File: src/logic/omc_defines.vh
/*
  Register offsets, field positions, reset values and timing counts for the
  operating mode controller. Assumes inclusion by bare name.
*/
`ifndef OMC_DEFINES_VH
`define OMC_DEFINES_VH

// ----------------------------------------------------------------
// Register byte offsets
// ----------------------------------------------------------------
`define OMC_SYSCTL1_ADDR   12'h000
`define OMC_SYSCTL2_ADDR   12'h004
`define OMC_INTCTL_ADDR    12'h008
`define OMC_WARMUP_ADDR    12'h00C
`define OMC_STATUS_ADDR    12'h010
`define OMC_EVENT_ADDR     12'h014

// ----------------------------------------------------------------
// Field positions
// ----------------------------------------------------------------
`define OMC_C1_STOP        7
`define OMC_C2_XEN         7
`define OMC_C2_XTEN        6
`define OMC_C2_SYSTEM_CLOCK_SELECT_BIT       5
`define OMC_C2_TIMING_GEN_HALT_BIT      4
`define OMC_C2_HALT        3
`define OMC_IC_MASTER      0
`define OMC_IC_TBT_EN      1
`define OMC_IC_TIME_BASE_ENABLE_BIT_CTL   2
`define OMC_EV_TBT         0
`define OMC_EV_WUC         1

// ----------------------------------------------------------------
// Reset values and timing
// ----------------------------------------------------------------
`define OMC_SYSCTL2_RST    8'h80
`define OMC_WARMUP_RST     8'h66
`define OMC_WUC_STAGES     14
`define OMC_CLK_PERIOD_NS  50

// ----------------------------------------------------------------
// Mode encodings
// ----------------------------------------------------------------
`define OMC_M_SRUN         4'h0
`define OMC_M_SHALT        4'h1
`define OMC_M_SDEEP        4'h2
`define OMC_M_DFAST        4'h3
`define OMC_M_DHALT        4'h4
`define OMC_M_SLOW_RUN_WITH_FAST_OSC        4'h5
`define OMC_M_SLOW_RUN_NO_FAST_OSC        4'h6
`define OMC_M_SLP1         4'h7
`define OMC_M_SLP0         4'h8
`define OMC_M_STOP         4'h9
`define OMC_M_WARM         4'hA

`endif

File: src/logic/omc_top.v
/*
  Operating mode controller: mode machine, clock select and gating, wake-up,
  APB slave. Assumes interrupt latches from the interrupt controller and
  glitch-free gating cells behind the clock enables.
*/
`timescale 1ns/10ps
`include "omc_defines.vh"

module omc_top (
  input  wire         pclk,
  input  wire         presetn,
  input  wire         psel,
  input  wire         penable,
  input  wire         pwrite,
  input  wire [11:0]  paddr,
  input  wire [31:0]  pwdata,
  output reg  [31:0]  prdata,
  output wire         pready,
  output wire         pslverr,
  input  wire [7:0]   irq_latch,
  input  wire [7:0]   interrupt_enable_register,
  input  wire         tb_source_clk,
  input  wire         stop_release,
  input  wire         periph_sel_low,
  output reg          main_clk_sel_low_r,
  output reg          cpu_clk_en_r,
  output reg          wdt_clk_en_r,
  output reg          periph_clk_en_r,
  output reg          periph_clk_low_r,
  output reg          tbt_clk_en_r,
  output reg          prescaler_en_r,
  output reg          fast_osc_on_r,
  output reg          low_osc_on_r,
  output reg          low_osc_pins_port_r,
  output reg          time_base_interrupt_r,
  output reg          warmup_done_interrupt_r,
  output reg          service_irq_r
);

  // ----------------------------------------------------------------
  // Registers and state
  // ----------------------------------------------------------------
  reg  [7:0]          system_control_one_r;
  reg  [7:0]          system_control_two_r;
  reg  [2:0]          int_ctl_r;
  reg  [7:0]          warmup_compare_value_r;
  reg  [3:0]          mode_r;
  reg  [3:0]          mode_nxt;
  reg  [3:0]          resume_r;
  reg                 tbt_armed_r;
  reg                 tb_meta_r;
  reg                 tb_sync_r;
  reg                 tb_prev_r;
  reg                 rel_meta_r;
  reg                 rel_sync_r;
  reg                 prev_fast_r;
  reg                 prev_low_r;
  wire                tb_fall;
  wire                irq_wake;
  wire                wu_busy;
  wire                wu_done;
  wire                wu_start;
  wire                stop_start;
  wire                sw_start;
  wire                halt_req;
  wire                deep_req;
  wire                stop_req;
  wire                fast_en;
  wire                low_en;
  wire                sel_slow;
  reg                 sw_warm_r;
  assign pready  = 1'b1;
  assign pslverr = 1'b0;
  assign halt_req = system_control_two_r[`OMC_C2_HALT];
  assign deep_req = system_control_two_r[`OMC_C2_TIMING_GEN_HALT_BIT];
  assign stop_req = system_control_one_r[`OMC_C1_STOP];
  assign fast_en  = system_control_two_r[`OMC_C2_XEN];
  assign low_en   = system_control_two_r[`OMC_C2_XTEN];
  assign sel_slow = system_control_two_r[`OMC_C2_SYSTEM_CLOCK_SELECT_BIT];
  // Any enabled interrupt latch wakes a CPU halt
  assign irq_wake = |(irq_latch & interrupt_enable_register);
  // ----------------------------------------------------------------
  // Synchronisers for outside levels
  // ----------------------------------------------------------------
  always @(posedge pclk or negedge presetn)
  begin
    if (!presetn)
    begin
      tb_meta_r  <= 1'b0;
      tb_sync_r  <= 1'b0;
      tb_prev_r  <= 1'b0;
      rel_meta_r <= 1'b0;
      rel_sync_r <= 1'b0;
    end
    else
    begin
      tb_meta_r  <= tb_source_clk;
      tb_sync_r  <= tb_meta_r;
      tb_prev_r  <= tb_sync_r;
      rel_meta_r <= stop_release;
      rel_sync_r <= rel_meta_r;
    end
  end
  assign tb_fall = tb_prev_r & ~tb_sync_r;
  // ----------------------------------------------------------------
  // Warm-up counter
  // ----------------------------------------------------------------
  assign stop_start = (mode_r == `OMC_M_STOP) & rel_sync_r;
  assign sw_start   = (fast_en & ~prev_fast_r) | (low_en & ~prev_low_r);
  assign wu_start   = stop_start | (sw_start & (mode_r != `OMC_M_STOP));
  omc_warmup u_warmup (
    .pclk    (pclk),
    .presetn (presetn),
    .start   (wu_start),
    .clear   (1'b0),
    .cmp     (warmup_compare_value_r),
    .busy_r  (wu_busy),
    .done_r  (wu_done)
  );
  // ----------------------------------------------------------------
  // Mode state machine
  // ----------------------------------------------------------------
  always @*
  begin
    mode_nxt = mode_r;
    case (mode_r)
      `OMC_M_SRUN:
        if (stop_req)
          mode_nxt = `OMC_M_STOP;
        else if (deep_req)
          mode_nxt = `OMC_M_SDEEP;
        else if (halt_req)
          mode_nxt = `OMC_M_SHALT;
        else if (low_en)
          mode_nxt = `OMC_M_DFAST;
      `OMC_M_SHALT:
        if (irq_wake)
          mode_nxt = `OMC_M_SRUN;
      `OMC_M_SDEEP:
        if (tb_fall)
          mode_nxt = `OMC_M_SRUN;
      `OMC_M_DFAST:
        if (stop_req)
          mode_nxt = `OMC_M_STOP;
        else if (halt_req)
          mode_nxt = `OMC_M_DHALT;
        else if (sel_slow)
          mode_nxt = `OMC_M_SLOW_RUN_WITH_FAST_OSC;
        else if (!low_en)
          mode_nxt = `OMC_M_SRUN;
      `OMC_M_DHALT:
        if (irq_wake)
          mode_nxt = `OMC_M_DFAST;
      `OMC_M_SLOW_RUN_WITH_FAST_OSC:
        if (stop_req)
          mode_nxt = `OMC_M_STOP;
        else if (!fast_en)
          mode_nxt = `OMC_M_SLOW_RUN_NO_FAST_OSC;
        else if (!sel_slow)
          mode_nxt = `OMC_M_DFAST;
      `OMC_M_SLOW_RUN_NO_FAST_OSC:
        if (stop_req)
          mode_nxt = `OMC_M_STOP;
        else if (deep_req)
          mode_nxt = `OMC_M_SLP0;
        else if (halt_req)
          mode_nxt = `OMC_M_SLP1;
        else if (fast_en && !wu_busy && !wu_start)
          mode_nxt = `OMC_M_SLOW_RUN_WITH_FAST_OSC;
      `OMC_M_SLP1:
        if (irq_wake)
          mode_nxt = `OMC_M_SLOW_RUN_NO_FAST_OSC;
      `OMC_M_SLP0:
        if (tb_fall)
          mode_nxt = `OMC_M_SLOW_RUN_NO_FAST_OSC;
      `OMC_M_STOP:
        if (rel_sync_r)
          mode_nxt = `OMC_M_WARM;
      `OMC_M_WARM:
        if (wu_done)
          mode_nxt = resume_r;
      default:
        mode_nxt = `OMC_M_SRUN;
    endcase
  end
  always @(posedge pclk or negedge presetn)
  begin
    if (!presetn)
    begin
      mode_r      <= `OMC_M_SRUN;
      resume_r    <= `OMC_M_SRUN;
      tbt_armed_r <= 1'b0;
      prev_fast_r <= 1'b1;
      prev_low_r  <= 1'b0;
      sw_warm_r   <= 1'b0;
    end
    else
    begin
      mode_r      <= mode_nxt;
      prev_fast_r <= fast_en;
      prev_low_r  <= low_en;
      if (mode_nxt == `OMC_M_STOP && mode_r != `OMC_M_STOP)
        resume_r <= mode_r;
      // Latch time-base enable at deep-halt entry
      if ((mode_nxt == `OMC_M_SDEEP || mode_nxt == `OMC_M_SLP0) &&
          mode_r != mode_nxt)
        tbt_armed_r <= int_ctl_r[`OMC_IC_TIME_BASE_ENABLE_BIT_CTL];
      if (wu_start && !stop_start)
        sw_warm_r <= 1'b1;
      else if (wu_done)
        sw_warm_r <= 1'b0;
    end
  end
  // ----------------------------------------------------------------
  // Clock selection and gating
  // ----------------------------------------------------------------
  always @(posedge pclk or negedge presetn)
  begin
    if (!presetn)
    begin
      main_clk_sel_low_r      <= 1'b0;
      cpu_clk_en_r            <= 1'b1;
      wdt_clk_en_r            <= 1'b1;
      periph_clk_en_r         <= 1'b1;
      periph_clk_low_r        <= 1'b0;
      tbt_clk_en_r            <= 1'b1;
      prescaler_en_r          <= 1'b1;
      fast_osc_on_r           <= 1'b1;
      low_osc_on_r            <= 1'b0;
      low_osc_pins_port_r     <= 1'b1;
      time_base_interrupt_r   <= 1'b0;
      warmup_done_interrupt_r <= 1'b0;
      service_irq_r           <= 1'b0;
    end
    else
    begin
      // Single-clock uses gear only; slow and sleep use quarter low
      main_clk_sel_low_r <= (mode_nxt == `OMC_M_SLOW_RUN_WITH_FAST_OSC) |
                            (mode_nxt == `OMC_M_SLOW_RUN_NO_FAST_OSC) |
                            (mode_nxt == `OMC_M_SLP1)  |
                            (mode_nxt == `OMC_M_SLP0);
      cpu_clk_en_r  <= (mode_nxt == `OMC_M_SRUN)  |
                       (mode_nxt == `OMC_M_DFAST) |
                       (mode_nxt == `OMC_M_SLOW_RUN_WITH_FAST_OSC) |
                       (mode_nxt == `OMC_M_SLOW_RUN_NO_FAST_OSC);
      wdt_clk_en_r  <= (mode_nxt == `OMC_M_SRUN)  |
                       (mode_nxt == `OMC_M_DFAST) |
                       (mode_nxt == `OMC_M_SLOW_RUN_WITH_FAST_OSC) |
                       (mode_nxt == `OMC_M_SLOW_RUN_NO_FAST_OSC);
      periph_clk_en_r <= (mode_nxt != `OMC_M_SDEEP) &
                         (mode_nxt != `OMC_M_SLP0) &
                         (mode_nxt != `OMC_M_STOP) &
                         (mode_nxt != `OMC_M_WARM);
      // Fast run lets peripherals pick; slow modes force quarter low
      periph_clk_low_r <= ((mode_nxt == `OMC_M_DFAST ||
                            mode_nxt == `OMC_M_DHALT) & periph_sel_low) |
                          (mode_nxt == `OMC_M_SLOW_RUN_WITH_FAST_OSC) |
                          (mode_nxt == `OMC_M_SLOW_RUN_NO_FAST_OSC) |
                          (mode_nxt == `OMC_M_SLP1);
      tbt_clk_en_r   <= (mode_nxt != `OMC_M_STOP) &
                        (mode_nxt != `OMC_M_WARM);
      prescaler_en_r <= (mode_nxt != `OMC_M_SLOW_RUN_WITH_FAST_OSC) &
                        (mode_nxt != `OMC_M_SLOW_RUN_NO_FAST_OSC) &
                        (mode_nxt != `OMC_M_SLP1) &
                        (mode_nxt != `OMC_M_STOP);
      fast_osc_on_r <= (mode_nxt != `OMC_M_STOP) &
                       (mode_nxt != `OMC_M_SLP1) &
                       (mode_nxt != `OMC_M_SLP0) &
                       ((mode_nxt == `OMC_M_WARM) | fast_en |
                        (mode_nxt == `OMC_M_SRUN));
      low_osc_on_r  <= (mode_nxt != `OMC_M_STOP) & low_en;
      low_osc_pins_port_r <= ~low_en;
      // Deep-halt exit raises the time-base latch if armed
      time_base_interrupt_r <= tbt_armed_r & tb_fall &
                               ((mode_r == `OMC_M_SDEEP) |
                                (mode_r == `OMC_M_SLP0));
      warmup_done_interrupt_r <= wu_done & sw_warm_r;
      service_irq_r <= int_ctl_r[`OMC_IC_MASTER] &
                       (((mode_r == `OMC_M_SHALT ||
                          mode_r == `OMC_M_DHALT ||
                          mode_r == `OMC_M_SLP1) & irq_wake) |
                        (tbt_armed_r & tb_fall &
                         int_ctl_r[`OMC_IC_TBT_EN] &
                         (mode_r == `OMC_M_SDEEP ||
                          mode_r == `OMC_M_SLP0)));
    end
  end
  // ----------------------------------------------------------------
  // APB register writes
  // ----------------------------------------------------------------
  always @(posedge pclk or negedge presetn)
  begin
    if (!presetn)
    begin
      system_control_one_r   <= 8'h00;
      system_control_two_r   <= `OMC_SYSCTL2_RST;
      int_ctl_r              <= 3'h0;
      warmup_compare_value_r <= `OMC_WARMUP_RST;
    end
    else
    begin
      // Request bits self-clear once the mode is entered
      if (mode_r == `OMC_M_STOP)
        system_control_one_r[`OMC_C1_STOP] <= 1'b0;
      if (mode_r == `OMC_M_SHALT || mode_r == `OMC_M_DHALT ||
          mode_r == `OMC_M_SLP1)
        system_control_two_r[`OMC_C2_HALT] <= 1'b0;
      if (mode_r == `OMC_M_SDEEP || mode_r == `OMC_M_SLP0)
        system_control_two_r[`OMC_C2_TIMING_GEN_HALT_BIT] <= 1'b0;
      if (psel & penable & pwrite)
      begin
        case (paddr)
          `OMC_SYSCTL1_ADDR: system_control_one_r <= pwdata[7:0];
          `OMC_SYSCTL2_ADDR: system_control_two_r <= pwdata[7:0];
          `OMC_INTCTL_ADDR:  int_ctl_r <= pwdata[2:0];
          `OMC_WARMUP_ADDR:  warmup_compare_value_r <= pwdata[7:0];
          default:           ;
        endcase
      end
    end
  end
  // ----------------------------------------------------------------
  // APB read data
  // ----------------------------------------------------------------
  always @(posedge pclk or negedge presetn)
  begin
    if (!presetn)
      prdata <= 32'h00000000;
    else if (psel & ~penable & ~pwrite)
    begin
      case (paddr)
        `OMC_SYSCTL1_ADDR: prdata <= {24'h000000, system_control_one_r};
        `OMC_SYSCTL2_ADDR: prdata <= {24'h000000, system_control_two_r};
        `OMC_INTCTL_ADDR:  prdata <= {29'h00000000, int_ctl_r};
        `OMC_WARMUP_ADDR:  prdata <= {24'h000000, warmup_compare_value_r};
        `OMC_STATUS_ADDR:  prdata <= {27'h0000000, wu_busy, mode_r};
        `OMC_EVENT_ADDR:   prdata <= {30'h00000000,
                                      warmup_done_interrupt_r,
                                      time_base_interrupt_r};
        default:           prdata <= 32'h00000000;
      endcase
    end
  end
endmodule

File: src/logic/omc_warmup.v
/*
  Fourteen-stage warm-up counter; done when its upper eight bits match the
  compare value. Assumes start and clear are single-cycle pulses on pclk.
*/
`timescale 1ns/10ps
`include "omc_defines.vh"

module omc_warmup #(
  parameter STAGES = `OMC_WUC_STAGES
) (
  input  wire         pclk,
  input  wire         presetn,
  input  wire         start,
  input  wire         clear,
  input  wire [7:0]   cmp,
  output reg          busy_r,
  output reg          done_r
);

  reg  [STAGES-1:0]   cnt_r;

  always @(posedge pclk or negedge presetn)
  begin
    if (!presetn)
    begin
      cnt_r  <= {STAGES{1'b0}};
      busy_r <= 1'b0;
      done_r <= 1'b0;
    end
    else
    begin
      done_r <= 1'b0;
      if (clear)
      begin
        cnt_r  <= {STAGES{1'b0}};
        busy_r <= 1'b0;
      end
      else if (start)
      begin
        cnt_r  <= {STAGES{1'b0}};
        busy_r <= 1'b1;
      end
      else if (busy_r)
      begin
        if (cnt_r[STAGES-1:STAGES-8] == cmp)
        begin
          busy_r <= 1'b0;
          done_r <= 1'b1;
          cnt_r  <= {STAGES{1'b0}};
        end
        else
          cnt_r <= cnt_r + {{(STAGES-1){1'b0}}, 1'b1};
      end
    end
  end

endmodule

File: config.mk
export PLATFORM = sky130hd
export DESIGN_NAME = omc_top
export DESIGN_NICKNAME = d
export VERILOG_FILES = /design/src/logic/omc_top.v /design/src/logic/omc_warmup.v
export VERILOG_INCLUDE_DIRS = /design/src /design/src/logic
export SDC_FILE = /design/constraint.sdc
export NUM_CORES = 1
export LEC_CHECK = 0
export BUFFER_PORTS_ARGS = -buffer_cell sky130_fd_sc_hd__buf_2
export CORE_ASPECT_RATIO = 0.6
export CORE_UTILIZATION = 55
export CTS_BUF_LIST = sky130_fd_sc_hd__clkbuf_4
export DETAILED_ROUTE_END_ITERATION = 10
export PLACE_DENSITY = 0.82
export SLEW_MARGIN = 15
export SYNTH_ARGS = -nofsm -noshare
export SYNTH_HDL_FRONTEND = slang
export SYNTH_SLANG_ARGS = --single-unit
File: constraint.sdc
create_clock -name pclk -period 7.3 [get_ports pclk]
set_input_delay 0.73 -clock pclk [delete_from_list [all_inputs] [get_ports pclk]]
set_output_delay 0.73 -clock pclk [all_outputs]
set_load 0.1 [all_outputs]
==> run summary <==
* **run status** finished clean
* **IR Drop Worst-Case VDD** 204 uV
* **Die ar.** 0.00839 mm^2
* **remaining antenna violation count** 0
* **critical setup path kind** register to register
* **total leakage power** 2.28 nW
* **number of placement rows** 24
* **crit path to** u_warmup.cnt_r[10]$_DFFE_PN0P_
* **post-synthesis to final-layout area growth** 7.41%
* **die width** 118 um
* **last weighted congestion value of the routability-driven placer** 0.917
* **clock tree from TritonCTS** built
* **Ports** 115
* **global router's overall resource usage** 0.254
* **GRT Residual Overflow** 0
* **count of cells along the worst hold path** 0
* **number of hold violations in the final report** 0
* **Setup Viol. Count Final** 0
* **Post-DP HPWL** 7210 um
* **Longest Clk Path Bufs** 2
* **Setup TNS** 0 ps
* **crit end category** register
* **PortBufs** 64
* **Hold Buf Count CTS** 0
* **DIE HEIGHT** 71.3 um
* **root buffer selected by CTS** clkbuf_4
* **multi-input logic area** 0.00207 mm^2
* **netlist area before placement** 0.00441 mm^2
* **post-route worst setup slack** 4150 ps
* **kind of path behind the tightest hold check** register to register
* **combinational share of power** 0.407
* **worst-case headroom to the max-slew limit** 0.345
* **number of synthesized flops with an enable pin** 0
* **Crit Path Max Fanout** 27
* **Period Utilization, post-route** 0.432
* **Nets** 555
* **routed length per instance** 16.8 um
* **total power density per cell area** 292 mW/mm^2
* **worst-case setup slack after placement** 3950 ps
* **fraction of power consumed by the clock network** 0.184
* **final antenna diode count** 0
* **clock latency on the worst-skew pair** 460 ps
* **Max H-tree Level** 3
* **initial antenna violation count** 0
* **post-route DRC violation count** 0
* **Filler cells** 638
* **first-pass GRT wire length** 16200 um
* **starting density of the core** 0.587
* **Num CTS Buffers** 9
* **postcts setup bufs** 0
* **most instantiated flip-flop cell in the synthesis netlist** dfrtp_1
* **setup slack of the most critical reg-to-reg path** 4150 ps
* **Sequential Area** 0.00202 mm^2
* **launch instance of the worst register-to-register path** mode_r[1]$_DFF_PN0_
* **number of design-rule violations left by the first detailed-router iteration** 315
* **core area** 0.00751 mm^2
* **switching part of the total** 0.446
* **CTS-repair resized insts** 0
* **fraction of power consumed by sequential logic** 0.409
* **largest net degree at the start of global routing** 81
* **Final Max Tran Viols** 0
* **cell count after synthesis** 437
* **CP Launch Type** register
* **share of the yosys chip area belonging to registers** 0.458
* **flop and latch count out of synthesis** 80
* **Worst Max-Slew Pin Slew** 983 ps
* **number of sinks on the clock net** 80
* **required time of the critical path** 7670 ps
* **clock-pin transition on the worst setup and hold timing paths** 130 ps
* **Via-to-Cell Ratio** 5.85
* **final period demand of the worst path** 3150 ps
* **vias post-DR** 3482
* **DRT Wirelength** 9970 um
* **Reg-to-Reg End** u_warmup.cnt_r[10]$_DFFE_PN0P_
* **Register-to-Register Path Depth** 7
* **count of distinct cell types in the synthesized netlist** 67
* **via count of the first global-routing pass** 3173
* **highest clock frequency the design can meet** 317 MHz
* **Psw** 0.000617 W
* **RSZ-0062 raised after global routing** false
* **internal power summed over all cells** 0.000765 W
* **mean area per synthesized cell** 10.1 um^2
* **worst path arrival time** 3520 ps
* **Post-synth ARST share** 1.00
* **maximum capacitance violations** 0
* **Synthesis Warnings** 0
* **critical path startpoint** mode_r[1]$_DFF_PN0_
* **share of cells above drive strength 1** 0.261
* **first-pass iteration count of the detailed router** 7
* **final worst clock skew** 19.2 ps
synth_stat cells, types with 7 or more instances:
library cell	number	area [um^2]
clkbuf_1	10	37.5
o31ai_1	9	67.6
buf_4	31	233
a22oi_1	8	60.1
and3_1	9	56.3
dfstp_2	12	315
a21oi_1	10	50.1
o21ai_0	45	225
xor2_1	9	78.8
a31oi_1	8	50.1
dfrtp_1	68	1700
inv_1	14	52.6
nand3_1	7	35.0
nand2_1	41	154
mux2_2	25	282
nor2b_1	8	50.1
nor2_1	24	90.1
cells in the final DEF, fill, tap and decap left out, drive strengths merged, types with 8 or more instances in the layout:
master  instances
dfrtp          68
buf            65
o21ai          45
nand2          41
conb           26
mux2           26
nor2           24
inv            15
dfstp          12
a21oi          12
clkbuf         10
and3            9
o31ai           9
xor2            9
nor2b           8
a31oi           8
a22oi           8
sequential cells by signal, indices dropped and copies added, names as in the netlist, 3 cells and up:
| signal | cells |
|---|---|
| prdata | 8 |
| resume_r | 4 |
| warmup_compare_value_r | 8 |
| system_control_one_r | 8 |
| system_control_two_r | 8 |
| u_warmup.cnt_r | 14 |
| int_ctl_r | 3 |
| mode_r | 4 |
power by group through the flow:
stage | sequential, W | clock (W) | combinational [W]
2_1_floorplan | 0.000624 | 0 | 0.000456
5_1_grt | 0.000573 | 0.000277 | 0.000603
3_5_place_dp | 0.000571 | 0 | 0.000557
6_report | 0.000566 | 0.000254 | 0.000562
4_1_cts | 0.000562 | 0.000259 | 0.000559
3_3_place_gp | 0.000570 | 0 | 0.000551
worst max-delay path: stages (launching register included):
cell	delay, ps
dfrtp_1	940
nor3b_2	220
a221oi_1	350
nor2_1	150
nand3b_1	560
inv_1	410
nand2_1	180
o31ai_1	250
metrics by stage:
| stage | util | cell area, um^2 | total power (W) | cells | hold slack, ps |
|---|---|---|---|---|---|
| 2_1_floorplan | - | 4500 | 0.00108 | 461 | 331 |
| 3_3_place_gp | 0.614 | 4610 | 0.00112 | 579 | 335 |
| 3_5_place_dp | 0.614 | 4610 | 0.00113 | 579 | 343 |
| 4_1_cts | 0.631 | 4730 | 0.00138 | 595 | 363 |
| 5_1_grt | 0.631 | 4730 | 0.00145 | 595 | 355 |
| 6_report | 0.631 | 4730 | 0.00138 | 595 | 368 |
kinds of logic (layout without fill, tap and decap cells):
logic type               Yosys count  count (layout)  share of synthesized area
XOR/XNOR                          15              15                     0.0329
AND/OR/NAND/NOR                  134             134                      0.165
buffers and inverters             66              96                     0.0920
AO/OA/AOI/OAI                    105             105                      0.155
multiplexers                      34              34                     0.0931
adder cells (fa/ha/maj)            1               1                    0.00284
flip-flops                        80              80                      0.458
other                              2              26                    0.00170
metal layers:
metal | track usage | wire [um]
met5 | 0 | 0
met1 | 0.364 | 4660
met2 | 0.355 | 4040
met4 | 0.0726 | 96
met3 | 0.100 | 1180
final cells by class:
cell class                 count  share of cell area
tap                          104              0.0275
sequential                    80               0.426
clock inverter                 6              0.0106
clock buffer                  10              0.0159
inverter                      15              0.0119
timing repair buffer          65              0.0698
multi-input combinational    315               0.438
worst min path at each step:
stage,start,to
global route,tb_source_clk,tb_meta_r$_DFF_PN0_
CTS,stop_release,rel_meta_r$_DFF_PN0_
global placement,tb_meta_r$_DFF_PN0_,tb_sync_r$_DFF_PN0_
floorplan,rel_meta_r$_DFF_PN0_,rel_sync_r$_DFF_PN0_
detailed placement,tb_meta_r$_DFF_PN0_,tb_sync_r$_DFF_PN0_
finish,tb_meta_r$_DFF_PN0_,tb_sync_r$_DFF_PN0_
(Power assumes the default switching activity.)
